`config.mk`:
```
export PLATFORM = sky130hd
export DESIGN_NAME = dout_channel
export DESIGN_NICKNAME = d
export VERILOG_FILES = /design/src/shared/dout_pkg.sv /design/src/shared/tick_if.sv /design/src/design/dout_channel.sv /design/src/design/tick_gen.sv /design/src/design/interval_cnt.sv
export SDC_FILE = /design/constraint.sdc
export NUM_CORES = 1
export LEC_CHECK = 0
export CORE_AREA = 3 3 135 150
export CTS_BUF_LIST = sky130_fd_sc_hd__clkbuf_4 sky130_fd_sc_hd__clkbuf_8
export DETAILED_ROUTE_END_ITERATION = 6
export DIE_AREA = 0 0 138 153
export DONT_BUFFER_PORTS = 1
export GPL_TIMING_DRIVEN = 0
export SLEW_MARGIN = 5
export SYNTH_ARGS = -nofsm -noshare
export SYNTH_HDL_FRONTEND = slang
export SYNTH_SLANG_ARGS = --single-unit
```
`constraint.sdc`:
```
create_clock -name clk_i -period 2.9 [get_ports clk_i]
set_clock_uncertainty 0.15 [all_clocks]
set_input_delay 0.87 -clock clk_i [delete_from_list [all_inputs] [get_ports clk_i]]
set_output_delay 0.87 -clock clk_i [all_outputs]
set_load 0.01 [all_outputs]
```
`src/shared/dout_pkg.sv`:
```
// Package with constants, types and register map of the digital output pulse channel.
// ============================================================================
// How it works
// - Drive line only when output direction selected.
// - Ground-drive style grounds line while active.
// - Voltage-drive style supplies voltage while active.
// - Combined style grounds inactive, supplies voltage active.
// - Manual behaviour follows only activate/deactivate commands and the failsafe action.
// - Pulse behaviour alternates phases after activate.
// - Rise delay: inactive for delay, then active.
// - Fall delay: active, inactive after delay.
// - Continuous pulse style repeats without limit.
// - Counted style emits configured sequences then stops.
// - Inactive width one to 9999 ticks.
// - Active width one to 9999 ticks.
// - Delay interval one to 9999 ticks.
// - Rising edge on failsafe input applies failsafe action.
// - Failsafe: unchanged, force active, force inactive.
package dout_pkg;

    // ========================================================================
    // Timing.
    localparam int unsigned CLK_HZ       = 10_000_000;
    localparam int unsigned TICK_MS      = 100;
    localparam int unsigned TICK_CYCLES  = CLK_HZ / 1000 * TICK_MS;
    localparam int unsigned PRESC_W      = 20;
    localparam int unsigned WIDTH_W      = 14;
    localparam logic [13:0] WIDTH_MIN    = 14'h0001;
    localparam logic [13:0] WIDTH_MAX    = 14'h270F;

    // ========================================================================
    // Register offsets.
    localparam logic [3:0] OFS_CTRL     = 4'h0;
    localparam logic [3:0] OFS_CMD      = 4'h1;
    localparam logic [3:0] OFS_COUNT    = 4'h2;
    localparam logic [3:0] OFS_INACT_W  = 4'h3;
    localparam logic [3:0] OFS_ACT_W    = 4'h4;
    localparam logic [3:0] OFS_DELAY    = 4'h5;
    localparam logic [3:0] OFS_STATUS   = 4'h6;

    // ========================================================================
    // Control register field positions.
    localparam int unsigned CTRL_DIR_BIT   = 0;
    localparam int unsigned CTRL_STYLE_LSB = 1;
    localparam int unsigned CTRL_BEH_LSB   = 3;
    localparam int unsigned CTRL_CNT_BIT   = 5;
    localparam int unsigned CTRL_FS_LSB    = 6;
    localparam int unsigned CMD_ACT_BIT    = 0;
    localparam int unsigned CMD_DEACT_BIT  = 1;

    // ========================================================================
    // Reset values.
    localparam logic [7:0]  CTRL_RST   = 8'h00;
    localparam logic [15:0] COUNT_RST  = 16'h0001;
    localparam logic [13:0] WIDTH_RST  = 14'h0001;

    // ========================================================================
    // Encodings.
    typedef enum logic [1:0] {STYLE_GND = 2'h0, STYLE_VOLT = 2'h1, STYLE_BOTH = 2'h2}
        style_t;
    typedef enum logic [1:0] {BEH_MANUAL = 2'h0, BEH_PULSE = 2'h1, BEH_RISE_DLY = 2'h2,
        BEH_FALL_DLY = 2'h3} beh_t;
    typedef enum logic [1:0] {FS_NONE = 2'h0, FS_ACTIVE = 2'h1, FS_INACTIVE = 2'h2}
        fs_t;

endpackage : dout_pkg

```
`src/shared/tick_if.sv`:
```
// Interface carrying the interval tick and the interval counter handshake.
interface tick_if;
    logic        tick;
    logic        load;
    logic [13:0] width;
    logic        done;

    modport src (input load, output tick);
    modport use_tick (input tick);
    modport ctl (output load, output width, input done);
    modport cnt (input load, input width, input tick, output done);
endinterface : tick_if

```
`src/design/dout_channel.sv`:
```
// Top of the digital output pulse channel with registers, sequencer and line drive.
module dout_channel
    import dout_pkg::*;
#(
    parameter int unsigned TICK_PERIOD = TICK_CYCLES
)
(
    input  wire logic        clk_i,
    input  wire logic        rst_n_i,
    input  wire logic [3:0]  addr_i,
    input  wire logic [15:0] wdata_i,
    input  wire logic        wr_i,
    input  wire logic        rd_i,
    output logic      [15:0] rdata_o,
    input  wire logic        failsafe_i,
    output logic             drive_hi_o,
    output logic             drive_lo_o,
    output logic             line_oe_o,
    output logic             active_o
);
    // ========================================================================
    // Submodules.
    tick_if ti ();

    tick_gen #(.PERIOD(TICK_PERIOD)) u_tick (
        .clk_i   (clk_i),
        .rst_n_i (rst_n_i),
        .t       (ti.src)
    );

    interval_cnt u_cnt (
        .clk_i   (clk_i),
        .rst_n_i (rst_n_i),
        .t       (ti.cnt)
    );

    // ========================================================================
    // Failsafe input synchroniser and edge detect.
    logic fs_s1_q;
    logic fs_s2_q;
    logic fs_s3_q;
    logic fs_evt;

    // Two flops bring the pin in; the third gives the edge.
    always_ff @(posedge clk_i or negedge rst_n_i) begin
        if (!rst_n_i) begin
            fs_s1_q <= 1'b0;
            fs_s2_q <= 1'b0;
            fs_s3_q <= 1'b0;
        end else begin
            fs_s1_q <= failsafe_i;
            fs_s2_q <= fs_s1_q;
            fs_s3_q <= fs_s2_q;
        end
    end

    assign fs_evt = fs_s2_q && !fs_s3_q;

    // ========================================================================
    // Registers.
    logic [7:0]         ctrl_q;
    logic [7:0]         ctrl_d;
    logic [15:0]        count_q;
    logic [15:0]        count_d;
    logic [WIDTH_W-1:0] inact_q;
    logic [WIDTH_W-1:0] inact_d;
    logic [WIDTH_W-1:0] act_q;
    logic [WIDTH_W-1:0] act_d;
    logic [WIDTH_W-1:0] dly_q;
    logic [WIDTH_W-1:0] dly_d;
    logic [15:0]        rdata_d;
    logic               cmd_act;
    logic               cmd_deact;
    logic [WIDTH_W-1:0] wr_width;

    // Clamps a written width to the legal range.
    always_comb begin
        wr_width = wdata_i[WIDTH_W-1:0];
        if (wr_width < WIDTH_MIN) begin
            wr_width = WIDTH_MIN;
        end else if (wr_width > WIDTH_MAX) begin
            wr_width = WIDTH_MAX;
        end
    end

    // Command strobes from writes to the command register.
    assign cmd_act   = wr_i && (addr_i == OFS_CMD) && wdata_i[CMD_ACT_BIT];
    assign cmd_deact = wr_i && (addr_i == OFS_CMD) && wdata_i[CMD_DEACT_BIT];

    // ========================================================================
    // Sequencer state.
    typedef enum logic [2:0] {S_IDLE, S_ACT, S_INACT, S_RISE_WAIT, S_FALL_WAIT, S_DEACT_WAIT}
        seq_t;
    seq_t        st_q;
    seq_t        st_d;
    logic        out_q;
    logic        out_d;
    logic [15:0] left_q;
    logic [15:0] left_d;
    logic        load;
    logic [13:0] ld_w;
    beh_t        beh;
    fs_t         fs_act;

    assign beh    = beh_t'(ctrl_q[CTRL_BEH_LSB +: 2]);
    assign fs_act = fs_t'(ctrl_q[CTRL_FS_LSB +: 2]);

    // Register writes and read data.
    always_comb begin
        ctrl_d  = ctrl_q;
        count_d = count_q;
        inact_d = inact_q;
        act_d   = act_q;
        dly_d   = dly_q;
        if (wr_i) begin
            case (addr_i)
                OFS_CTRL:    ctrl_d  = wdata_i[7:0];
                OFS_COUNT:   count_d = (wdata_i == 16'h0000) ? COUNT_RST : wdata_i;
                OFS_INACT_W: inact_d = wr_width;
                OFS_ACT_W:   act_d   = wr_width;
                OFS_DELAY:   dly_d   = wr_width;
                default:     ctrl_d  = ctrl_q;
            endcase
        end
        rdata_d = 16'h0000;
        if (rd_i) begin
            case (addr_i)
                OFS_CTRL:    rdata_d = {8'h00, ctrl_q};
                OFS_COUNT:   rdata_d = count_q;
                OFS_INACT_W: rdata_d = {2'b00, inact_q};
                OFS_ACT_W:   rdata_d = {2'b00, act_q};
                OFS_DELAY:   rdata_d = {2'b00, dly_q};
                OFS_STATUS:  rdata_d = {10'h000, left_q[2:0] == 3'h0, 1'b0,
                                        (st_q != S_IDLE), 2'b00, out_q};
                default:     rdata_d = 16'h0000;
            endcase
        end
    end

    // Sequencer: commands, timed phases and failsafe.
    always_comb begin
        st_d   = st_q;
        out_d  = out_q;
        left_d = left_q;
        load   = 1'b0;
        ld_w   = act_q;
        if (cmd_deact) begin
            case (beh)
                BEH_MANUAL: begin
                    st_d  = S_IDLE;
                    out_d = 1'b0;
                end
                BEH_PULSE: begin
                    st_d  = S_IDLE;
                    out_d = 1'b0;
                end
                default: begin
                    st_d = S_DEACT_WAIT;
                    load = 1'b1;
                    ld_w = dly_q;
                end
            endcase
        end else if (cmd_act) begin
            case (beh)
                BEH_MANUAL: begin
                    st_d  = S_IDLE;
                    out_d = 1'b1;
                end
                BEH_PULSE: begin
                    st_d   = S_ACT;
                    out_d  = 1'b1;
                    left_d = count_q;
                    load   = 1'b1;
                    ld_w   = act_q;
                end
                BEH_RISE_DLY: begin
                    st_d  = S_RISE_WAIT;
                    out_d = 1'b0;
                    load  = 1'b1;
                    ld_w  = dly_q;
                end
                default: begin
                    st_d  = S_FALL_WAIT;
                    out_d = 1'b1;
                    load  = 1'b1;
                    ld_w  = dly_q;
                end
            endcase
        end else if (ti.done) begin
            case (st_q)
                S_ACT: begin
                    st_d  = S_INACT;
                    out_d = 1'b0;
                    load  = 1'b1;
                    ld_w  = inact_q;
                end
                S_INACT: begin
                    if (ctrl_q[CTRL_CNT_BIT] && left_q <= 16'h0001) begin
                        st_d   = S_IDLE;
                        left_d = 16'h0000;
                    end else begin
                        st_d   = S_ACT;
                        out_d  = 1'b1;
                        load   = 1'b1;
                        ld_w   = act_q;
                        left_d = ctrl_q[CTRL_CNT_BIT] ? left_q - 1'b1 : left_q;
                    end
                end
                S_RISE_WAIT: begin
                    st_d  = S_IDLE;
                    out_d = 1'b1;
                end
                S_FALL_WAIT, S_DEACT_WAIT: begin
                    st_d  = S_IDLE;
                    out_d = 1'b0;
                end
                default: st_d = S_IDLE;
            endcase
        end
        // Failsafe overrides the running sequence when it forces a level.
        if (fs_evt && !cmd_act && !cmd_deact) begin
            case (fs_act)
                FS_ACTIVE: begin
                    st_d  = S_IDLE;
                    out_d = 1'b1;
                end
                FS_INACTIVE: begin
                    st_d  = S_IDLE;
                    out_d = 1'b0;
                end
                default: out_d = out_d;
            endcase
        end
    end

    assign ti.load  = load;
    assign ti.width = ld_w;

    // ========================================================================
    // Line drive from direction, style and output state.
    logic   hi_d;
    logic   lo_d;
    logic   oe_d;
    style_t style;

    // Style follows the new control word, as the direction bit does.
    assign style = style_t'(ctrl_d[CTRL_STYLE_LSB +: 2]);

    // Decodes the drive pins for the next output state.
    always_comb begin
        oe_d = 1'b0;
        hi_d = 1'b0;
        lo_d = 1'b0;
        if (ctrl_d[CTRL_DIR_BIT]) begin
            case (style)
                STYLE_VOLT: begin
                    hi_d = out_d;
                    oe_d = out_d;
                end
                STYLE_BOTH: begin
                    hi_d = out_d;
                    lo_d = !out_d;
                    oe_d = 1'b1;
                end
                default: begin
                    lo_d = out_d;
                    oe_d = out_d;
                end
            endcase
        end
    end

    // Registers all state and outputs.
    always_ff @(posedge clk_i or negedge rst_n_i) begin
        if (!rst_n_i) begin
            ctrl_q     <= CTRL_RST;
            count_q    <= COUNT_RST;
            inact_q    <= WIDTH_RST;
            act_q      <= WIDTH_RST;
            dly_q      <= WIDTH_RST;
            rdata_o    <= 16'h0000;
            st_q       <= S_IDLE;
            out_q      <= 1'b0;
            left_q     <= 16'h0000;
            drive_hi_o <= 1'b0;
            drive_lo_o <= 1'b0;
            line_oe_o  <= 1'b0;
            active_o   <= 1'b0;
        end else begin
            ctrl_q     <= ctrl_d;
            count_q    <= count_d;
            inact_q    <= inact_d;
            act_q      <= act_d;
            dly_q      <= dly_d;
            rdata_o    <= rdata_d;
            st_q       <= st_d;
            out_q      <= out_d;
            left_q     <= left_d;
            drive_hi_o <= hi_d;
            drive_lo_o <= lo_d;
            line_oe_o  <= oe_d;
            active_o   <= out_d;
        end
    end
endmodule : dout_channel

```
`src/design/tick_gen.sv`:
```
// Prescaler producing one-cycle 100 ms tick.
module tick_gen
    import dout_pkg::*;
#(
    parameter int unsigned PERIOD = TICK_CYCLES
)
(
    input  wire logic clk_i,
    input  wire logic rst_n_i,
    tick_if.src       t
);
    logic [PRESC_W-1:0] cnt_q;
    logic [PRESC_W-1:0] cnt_d;
    logic               tick_q;
    logic               tick_d;

    // Counts clock cycles and wraps once per tick period; a load restarts the count so
    // every phase lasts whole ticks and no stale tick cuts its first one short.
    always_comb begin
        tick_d = !t.load && (cnt_q == PRESC_W'(PERIOD - 1));
        cnt_d  = (tick_d || t.load) ? '0 : cnt_q + 1'b1;
    end

    // Registers the prescaler.
    always_ff @(posedge clk_i or negedge rst_n_i) begin
        if (!rst_n_i) begin
            cnt_q  <= '0;
            tick_q <= 1'b0;
        end else begin
            cnt_q  <= cnt_d;
            tick_q <= tick_d;
        end
    end

    assign t.tick = tick_q;
endmodule : tick_gen

```
`src/design/interval_cnt.sv`:
```
// Down counter timing one phase or delay in ticks.
module interval_cnt
    import dout_pkg::*;
(
    input  wire logic clk_i,
    input  wire logic rst_n_i,
    tick_if.cnt       t
);
    logic [WIDTH_W-1:0] rem_q;
    logic [WIDTH_W-1:0] rem_d;
    logic               run_q;
    logic               run_d;
    logic               done_q;
    logic               done_d;

    // Loads the width and counts down only on ticks; done is a one-cycle pulse.
    always_comb begin
        rem_d  = rem_q;
        run_d  = run_q;
        done_d = 1'b0;
        if (t.load) begin
            rem_d = t.width;
            run_d = 1'b1;
        end else if (run_q && t.tick) begin
            if (rem_q <= WIDTH_MIN) begin
                run_d  = 1'b0;
                done_d = 1'b1;
            end else begin
                rem_d = rem_q - 1'b1;
            end
        end
    end

    // Registers the counter.
    always_ff @(posedge clk_i or negedge rst_n_i) begin
        if (!rst_n_i) begin
            rem_q  <= '0;
            run_q  <= 1'b0;
            done_q <= 1'b0;
        end else begin
            rem_q  <= rem_d;
            run_q  <= run_d;
            done_q <= done_d;
        end
    end

    assign t.done = done_q;
endmodule : interval_cnt

```
After elaboration in Yosys (flattened, before gate mapping)
Index checks and enable logic that the tools add are counted.
Word-level totals
  logic and storage cells: 145
  flip-flop bits (word level): 145
Cells by class
  mux-type cells: 59
  order comparisons: 4
  reduce and logical (&&, ||, !) cells: 37
  equality and inequality tests: 20
  add/subtract/negate cells: 3
  bitwise operators: 1
Operators with widths (number)
  14-bit 2-to-1 mux: 10
  16-bit 2-to-1 mux: 8
  16-bit case mux with 6 select lines: 1
  1-bit 2-to-1 mux: 25
  3-bit 2-to-1 mux: 8
  20-bit by 1-bit adder with 20-bit output, second input constant: 1
  20-bit equality test, second input constant: 1
  20-bit 2-to-1 mux: 1
  16-bit by 1-bit less-or-equal comparator with 1-bit output, second input constant: 1
  16-bit zero test: 1
  16-bit by 1-bit subtractor with 16-bit output, second input constant: 1
  14-bit greater-than comparator, second input constant: 1
  14-bit by 1-bit less-or-equal comparator with 1-bit output, second input constant: 1
  14-bit by 1-bit < comparator with 1-bit output, second input constant: 1
  2-bit AND reduction: 7
  14-bit by 1-bit subtractor with 14-bit output, second input constant: 1
  4-bit by 3-bit equality test with 1-bit output, second input constant: 3
  1-bit logical AND: 9
  3-bit case mux with 3 select lines: 1
  4-bit by 2-bit equality test with 1-bit output, second input constant: 2
  2-bit nonzero test: 4
  2-bit by 1-bit equality test with 1-bit output, second input constant: 3
  2-bit equality test, second input constant: 3
  3-bit by 2-bit equality test with 1-bit output, second input constant: 2
  18 further kinds: 28

Longest topological paths before layout
  depth in word-level cells: 12
  gate-level depth with buffers: 10
  depth with buffers taken out: 8

Cells and area by module
Synthesis repeated with hierarchy kept, for this count alone.
Unflattened totals
  cell total of the unflattened synthesis: 802
  area total of the unflattened synthesis: 7507.2 µm²
Modules (own cells, without submodules)
  dout_channel: area an instance 5333.9 µm², cells each 576, times used 1
  interval_cnt: area an instance 1092.3 µm², cells each 124, times used 1
  tick_gen: area an instance 1081.0 µm², cells each 102, times used 1

Worst setup path before layout
Ideal clock, no wire load.
  path type: input-to-reg
  start: in addr_i[0]
  end: reg drive_lo_o
  arrival time: 3.071 ns
  buffers on the path: 2
  slack: -0.390 ns
  data required time: 2.681 ns
  stages on the path: 9
  library setup time: 0.069 ns
  cells stage by stage: clkbuf_1 -> nor4_1 -> buf_2 -> nand2_1 -> mux2_2 -> ha_1 -> a211o_1 -> or4_1 -> nand3_1
Between the ends
  elaborated cells on any way between the ends: 20
  those cells by class: eq/ne: 3; mux: 8; reduce/logical: 9
RTL lines
  start, declared: line dout_channel.sv:10  | input wire logic [3:0] addr_i,
  4-bit zero test *: line dout_channel.sv:116  | case (addr_i)
  3-bit 2-to-1 mux *: line dout_channel.sv:116
  3-bit 2-to-1 mux *: line dout_channel.sv:115  | if (wr_i) begin
  named net ctrl_d[2]: line dout_channel.sv:62  | logic [7:0] ctrl_d;
  2-bit equality test or 2-bit by 1-bit equality test with 1-bit output (tied branches): line dout_channel.sv:255  | case (style)
  1-bit case mux with 2 select lines *: line dout_channel.sv:255
  1-bit 2-to-1 mux *: line dout_channel.sv:254  | if (ctrl_d[CTRL_DIR_BIT]) begin
  named net lo_d: line dout_channel.sv:242  | logic lo_d;
  end signal, assigned: line dout_channel.sv:300  | drive_lo_o <= lo_d;
  end, declared: line dout_channel.sv:17  | output logic drive_lo_o,
The timed path passes the listed nets; every way through them passes the cells marked *.
A chain may end at the register's enable or synchronous reset.

Final worst setup path
  start: in wr_i
  end: reg u_cnt.rem_q[11]
Between the ends
  word-level cells in the longest chain between the ends: 6
  elaborated cells on any way between the ends: 11
  those cells by class: eq/ne: 1; mux: 5; reduce/logical: 5
Ends and longest elaborated chain
  start, declared: line dout_channel.sv:12  | input wire logic wr_i,
  1-bit logical AND *: line dout_channel.sv:87, dout_channel.sv:88
  1-bit logical AND: line dout_channel.sv:87  | assign cmd_act = wr_i && (addr_i == OFS_CMD) && wdata_i[CMD_ACT_BIT];
  1-bit 2-to-1 mux: line dout_channel.sv:163  | end else if (cmd_act) begin
  1-bit 2-to-1 mux: line dout_channel.sv:147  | if (cmd_deact) begin
  2-bit != test (no source line) or 2-bit nonzero test (tied branches)
  2-bit AND reduction (no source line)
  end signal, assigned: line interval_cnt.sv:41  | rem_q <= rem_d;
  end, declared: line interval_cnt.sv:9  | logic [WIDTH_W-1:0] rem_q;
Mark *: on every way between the ends. The rest lies on a longest branch, timed or not.

==> results.yml <==
outcome:
  status: "finished, violations left"
  violations: "hold timing"
timing:
  fin_crit_sh_pct: 96.2
  min_period_ns: 2.79
  setup_viol_count_final: 0
  tightest_slew_ns: 1.00
  max_slew_margin_pct: 32.1
  finalHoldViolations: 109
  timing.fmax_mhz: 359
  drv_slew: 0
  tns_ns: 0
  rsz0062_at_grt: "false"
  worst_slack_ns: 0.111
  whs_ns: -0.0521
power_and_ir_drop:
  seqPwrFrac_pct: 52.3
  pwr-share-clk_pct: 31.2
  p_switching_uw: 1790
  pwr-share-comb_pct: 16.5
  p_int_uw: 3430
  swShare_pct: 34.3
  peakVddDrop_mv: 0.327
  power.leakage_uw: 0.00340
  cellPowerDensity_nw_per_um2: 631
worst_setup_path:
  crit_path_end_kind: "register"
  startpoint_type: "input port"
  crit_type: "input port to register"
  cp_max_fo: 10
  cp.arrival_ns: 2.97
  worstPathRequired_ns: 3.08
  startpoint: "wr_i"
  reg2reg_from: "ctrl_q[4]$_DFFE_PN0P_"
final_layout:
  fin_nets: 795
  finalInstanceArea_um2: 8260
  finalNonFillerCells: 1017
  insertedDiodeCount: 0
  drive_above_1_share_pct: 14.7
  syn_to_final_growth_pct: 10.7
  n_fill_cell: 1892
yosys:
  avgSynthCellArea_um2: 10.1
  yosys_warnings: 0
  synth.distinct_cells: 67
  async_flop_share_pct: 100
  synth_seq_area_share_pct: 48.7
  synth_top_area_share_pct: 47.3
  yosys_register_bits: 145
  synth.area.top_cells: "dfrtp_1 (47%), nand2_1 (4.6%), o21ai_0 (4.4%)"
  synthCells: 739
  syn-cell-area_um2: 7460
  syn_nets: 777
  synth_edf_count: 0
  ys_dominant_reg_cell: "dfrtp_1"
  yosys.area.top_type: "dfrtp_1"
placed_design:
  io_buffers: 0
  pre_cts_ws_ns: -0.667
  dp.cells: 986
  dpl_cell_area_um2: 7820
  gp_congestion: 0.861
  dp_hpwl_um: 14400
grt:
  grt_start_max_net_pins: 146
  grt_usage_pct: 19.2
  grt_pass1_vias: 5804
  antenna_found_initial: 1
  grt_pass1_wl_um: 32400
  grt.overflow.total: 0
drt:
  routed_wl_um: 20200
  avgViaCountPerCell: 5.79
  vias: 5889
  drtAntennaViolNets: 0
  drcViolationCount: 0
  firstDrtPassIters: 5
  first_iter_violations: 500
  wire_per_inst_um: 19.8
worst_hold_path:
  hp-class: "input port to async pin"
floorplanning:
  die_x_um: 138
  dieArea_um2: 21100
  num_rows: 53
  io_pins: 45
  initial_core_util_pct: 39.3
  coreArea_um2: 19000
  die_h_um: 153
flow_run:
  drv_cap: 0
clock_tree:
  cts_made_buffers: 17
  clk_transition_reported_paths_ns: 0.10
  cts_sinks: 145
  clkLatencyLatePin_ns: 0.46
  cts-htree-levels: 4
  clock_path_buffers: 2
  cts_tree: "built"
  root_buffer: "clkbuf_8"
==> sequential cells by signal (all words and copies together), names as in the netlist, 3 cells and up <==
signal and cells:
u_tick.cnt_q 20, act_q 14, st_q 3, rdata_o 16, u_cnt.rem_q 14, dly_q 14, left_q 16, ctrl_q 8
inact_q 14, count_q 16
==> worst max-delay path, cell delays in order <==
cell       delay [ns]
buf_2            0.25
nand4bb_1        0.13
clkbuf_1         0.22
or4b_1           0.56
clkbuf_1         0.20
buf_2            0.25
o22a_1           0.22
o21ai_0          0.13
mux2i_1          0.12
==> cells in the final DEF, fill, tap and decap left out, drive strengths merged, types with 4 or more instances in the layout <==
cell	instances
a21oi	33
a222oi	14
a22oi	11
a31oi	6
a32oi	5
and2	5
and3	7
buf	12
clkbuf	46
clkinv	6
dfrtp	141
dfstp	4
ha	13
inv	28
mux2	24
mux2i	17
nand2	92
nand2b	5
nand3	14
nand4	7
nor2	32
nor2b	6
nor3	43
nor3b	5
nor4	14
nor4b	6
o21ai	68
o22a	14
o2bb2ai	9
o31ai	5
or2	4
xnor2	16
xor2	15
==> path summary, 6_finish.rpt <==
| check | slack (ns) | depth (start not counted) | endpoint |
|---|---|---|---|
| min in group clk_i | 0.21 | 0 | fs_s2_q$_DFF_PN0_ |
| setup / recovery | 0.11 | 9 | u_cnt.rem_q[11]$_DFFE_PN0P_ |
| max in group asynchronous | 2.31 | 0 | count_q[0]$_DFFE_PN1P_ |
| setup reg to reg | 0.20 | 9 | u_cnt.rem_q[11]$_DFFE_PN0P_ |
| hold reg to reg | 0.21 | 0 | fs_s2_q$_DFF_PN0_ |
| hold / removal | -0.05 | 0 | u_tick.cnt_q[2]$_DFF_PN0_ |
==> kinds of logic (layout without fill, tap and decap cells) <==
group | after synthesis | in the layout | synth area share (%)
AO/OA/AOI/OAI | 189 | 189 | 16.7
buffers and inverters | 62 | 93 | 3.79
multiplexers | 41 | 41 | 5.90
adder cells (fa/ha/maj) | 13 | 13 | 2.18
flip-flops | 145 | 145 | 48.7
XOR/XNOR | 31 | 31 | 3.64
AND/OR/NAND/NOR | 258 | 258 | 19.1
==> final cells by class <==
cell class                 count  area [um^2]  share of cell area, %
buffer                        41          213                   2.58
clock buffer                  17          234                   2.83
clock inverter                15          185                   2.24
inverter                      20         75.1                  0.909
multi-input combinational    532         3610                   43.7
sequential                   145         3630                   44.0
tap                          247          309                   3.74
==> what timing repair did <==
item,4_1_cts,5_1_grt
endpoints found under the setup margin,10,16
hold endpoints to repair,141,141
setup buffers,0,0
resized for setup,1,8
==> through the flow <==
stage | utilization, % | total power [uW]
final | 43.5 | 5210
after global placement | 41.2 | 3600
after detailed placement | 41.2 | 3620
after CTS | 43.4 | 5270
after floorplan | - | 3320
after global routing | 43.5 | 5520
==> metal layers <==
| metal | routed length, um | track usage, % | vias to the layer above |
|---|---|---|---|
| met3 | 1020 | 4.29 | 35 |
| met2 | 9620 | 30.5 | 184 |
| met4 | 676 | 8.99 | 2 |
| li1 | - | - | 2759 |
| met1 | 8840 | 25.0 | 2909 |
| met5 | 13 | 0 | - |
==> cell usage after synthesis (3+ instances only) <==
cell type / count
a21oi_1: 33
a222oi_1: 14
a22oi_1: 11
a31oi_1: 6
a32oi_1: 5
and2_1: 5
and3_1: 7
buf_2: 4
buf_6: 6
clkbuf_1: 31
dfrtp_1: 141
dfstp_2: 4
ha_1: 13
inv_1: 20
mux2_2: 24
mux2i_1: 17
nand2_1: 92
nand2b_1: 5
nand3_1: 14
nand3b_1: 3
nand4_1: 7
nor2_1: 32
nor2b_1: 6
nor3_1: 23
nor3_2: 20
nor3b_1: 4
nor4_1: 14
nor4b_1: 5
nor4bb_1: 3
o21ai_0: 66
o22a_1: 14
o22ai_1: 3
o2bb2ai_1: 9
o31ai_1: 5
or2_2: 3
xnor2_1: 16
xor2_1: 15
==> power groups by stage <==
stage                     sequential [uW]  clock, uW  combinational (uW)
after floorplan                      2620          0                 705
after global placement               2760          0                 845
after detailed placement             2760          0                 858
after CTS                            2720       1690                 863
after global routing                 2770       1760                 982
final                                2730       1630                 860
No activity file was read; power rests on OpenSTA's default activity.
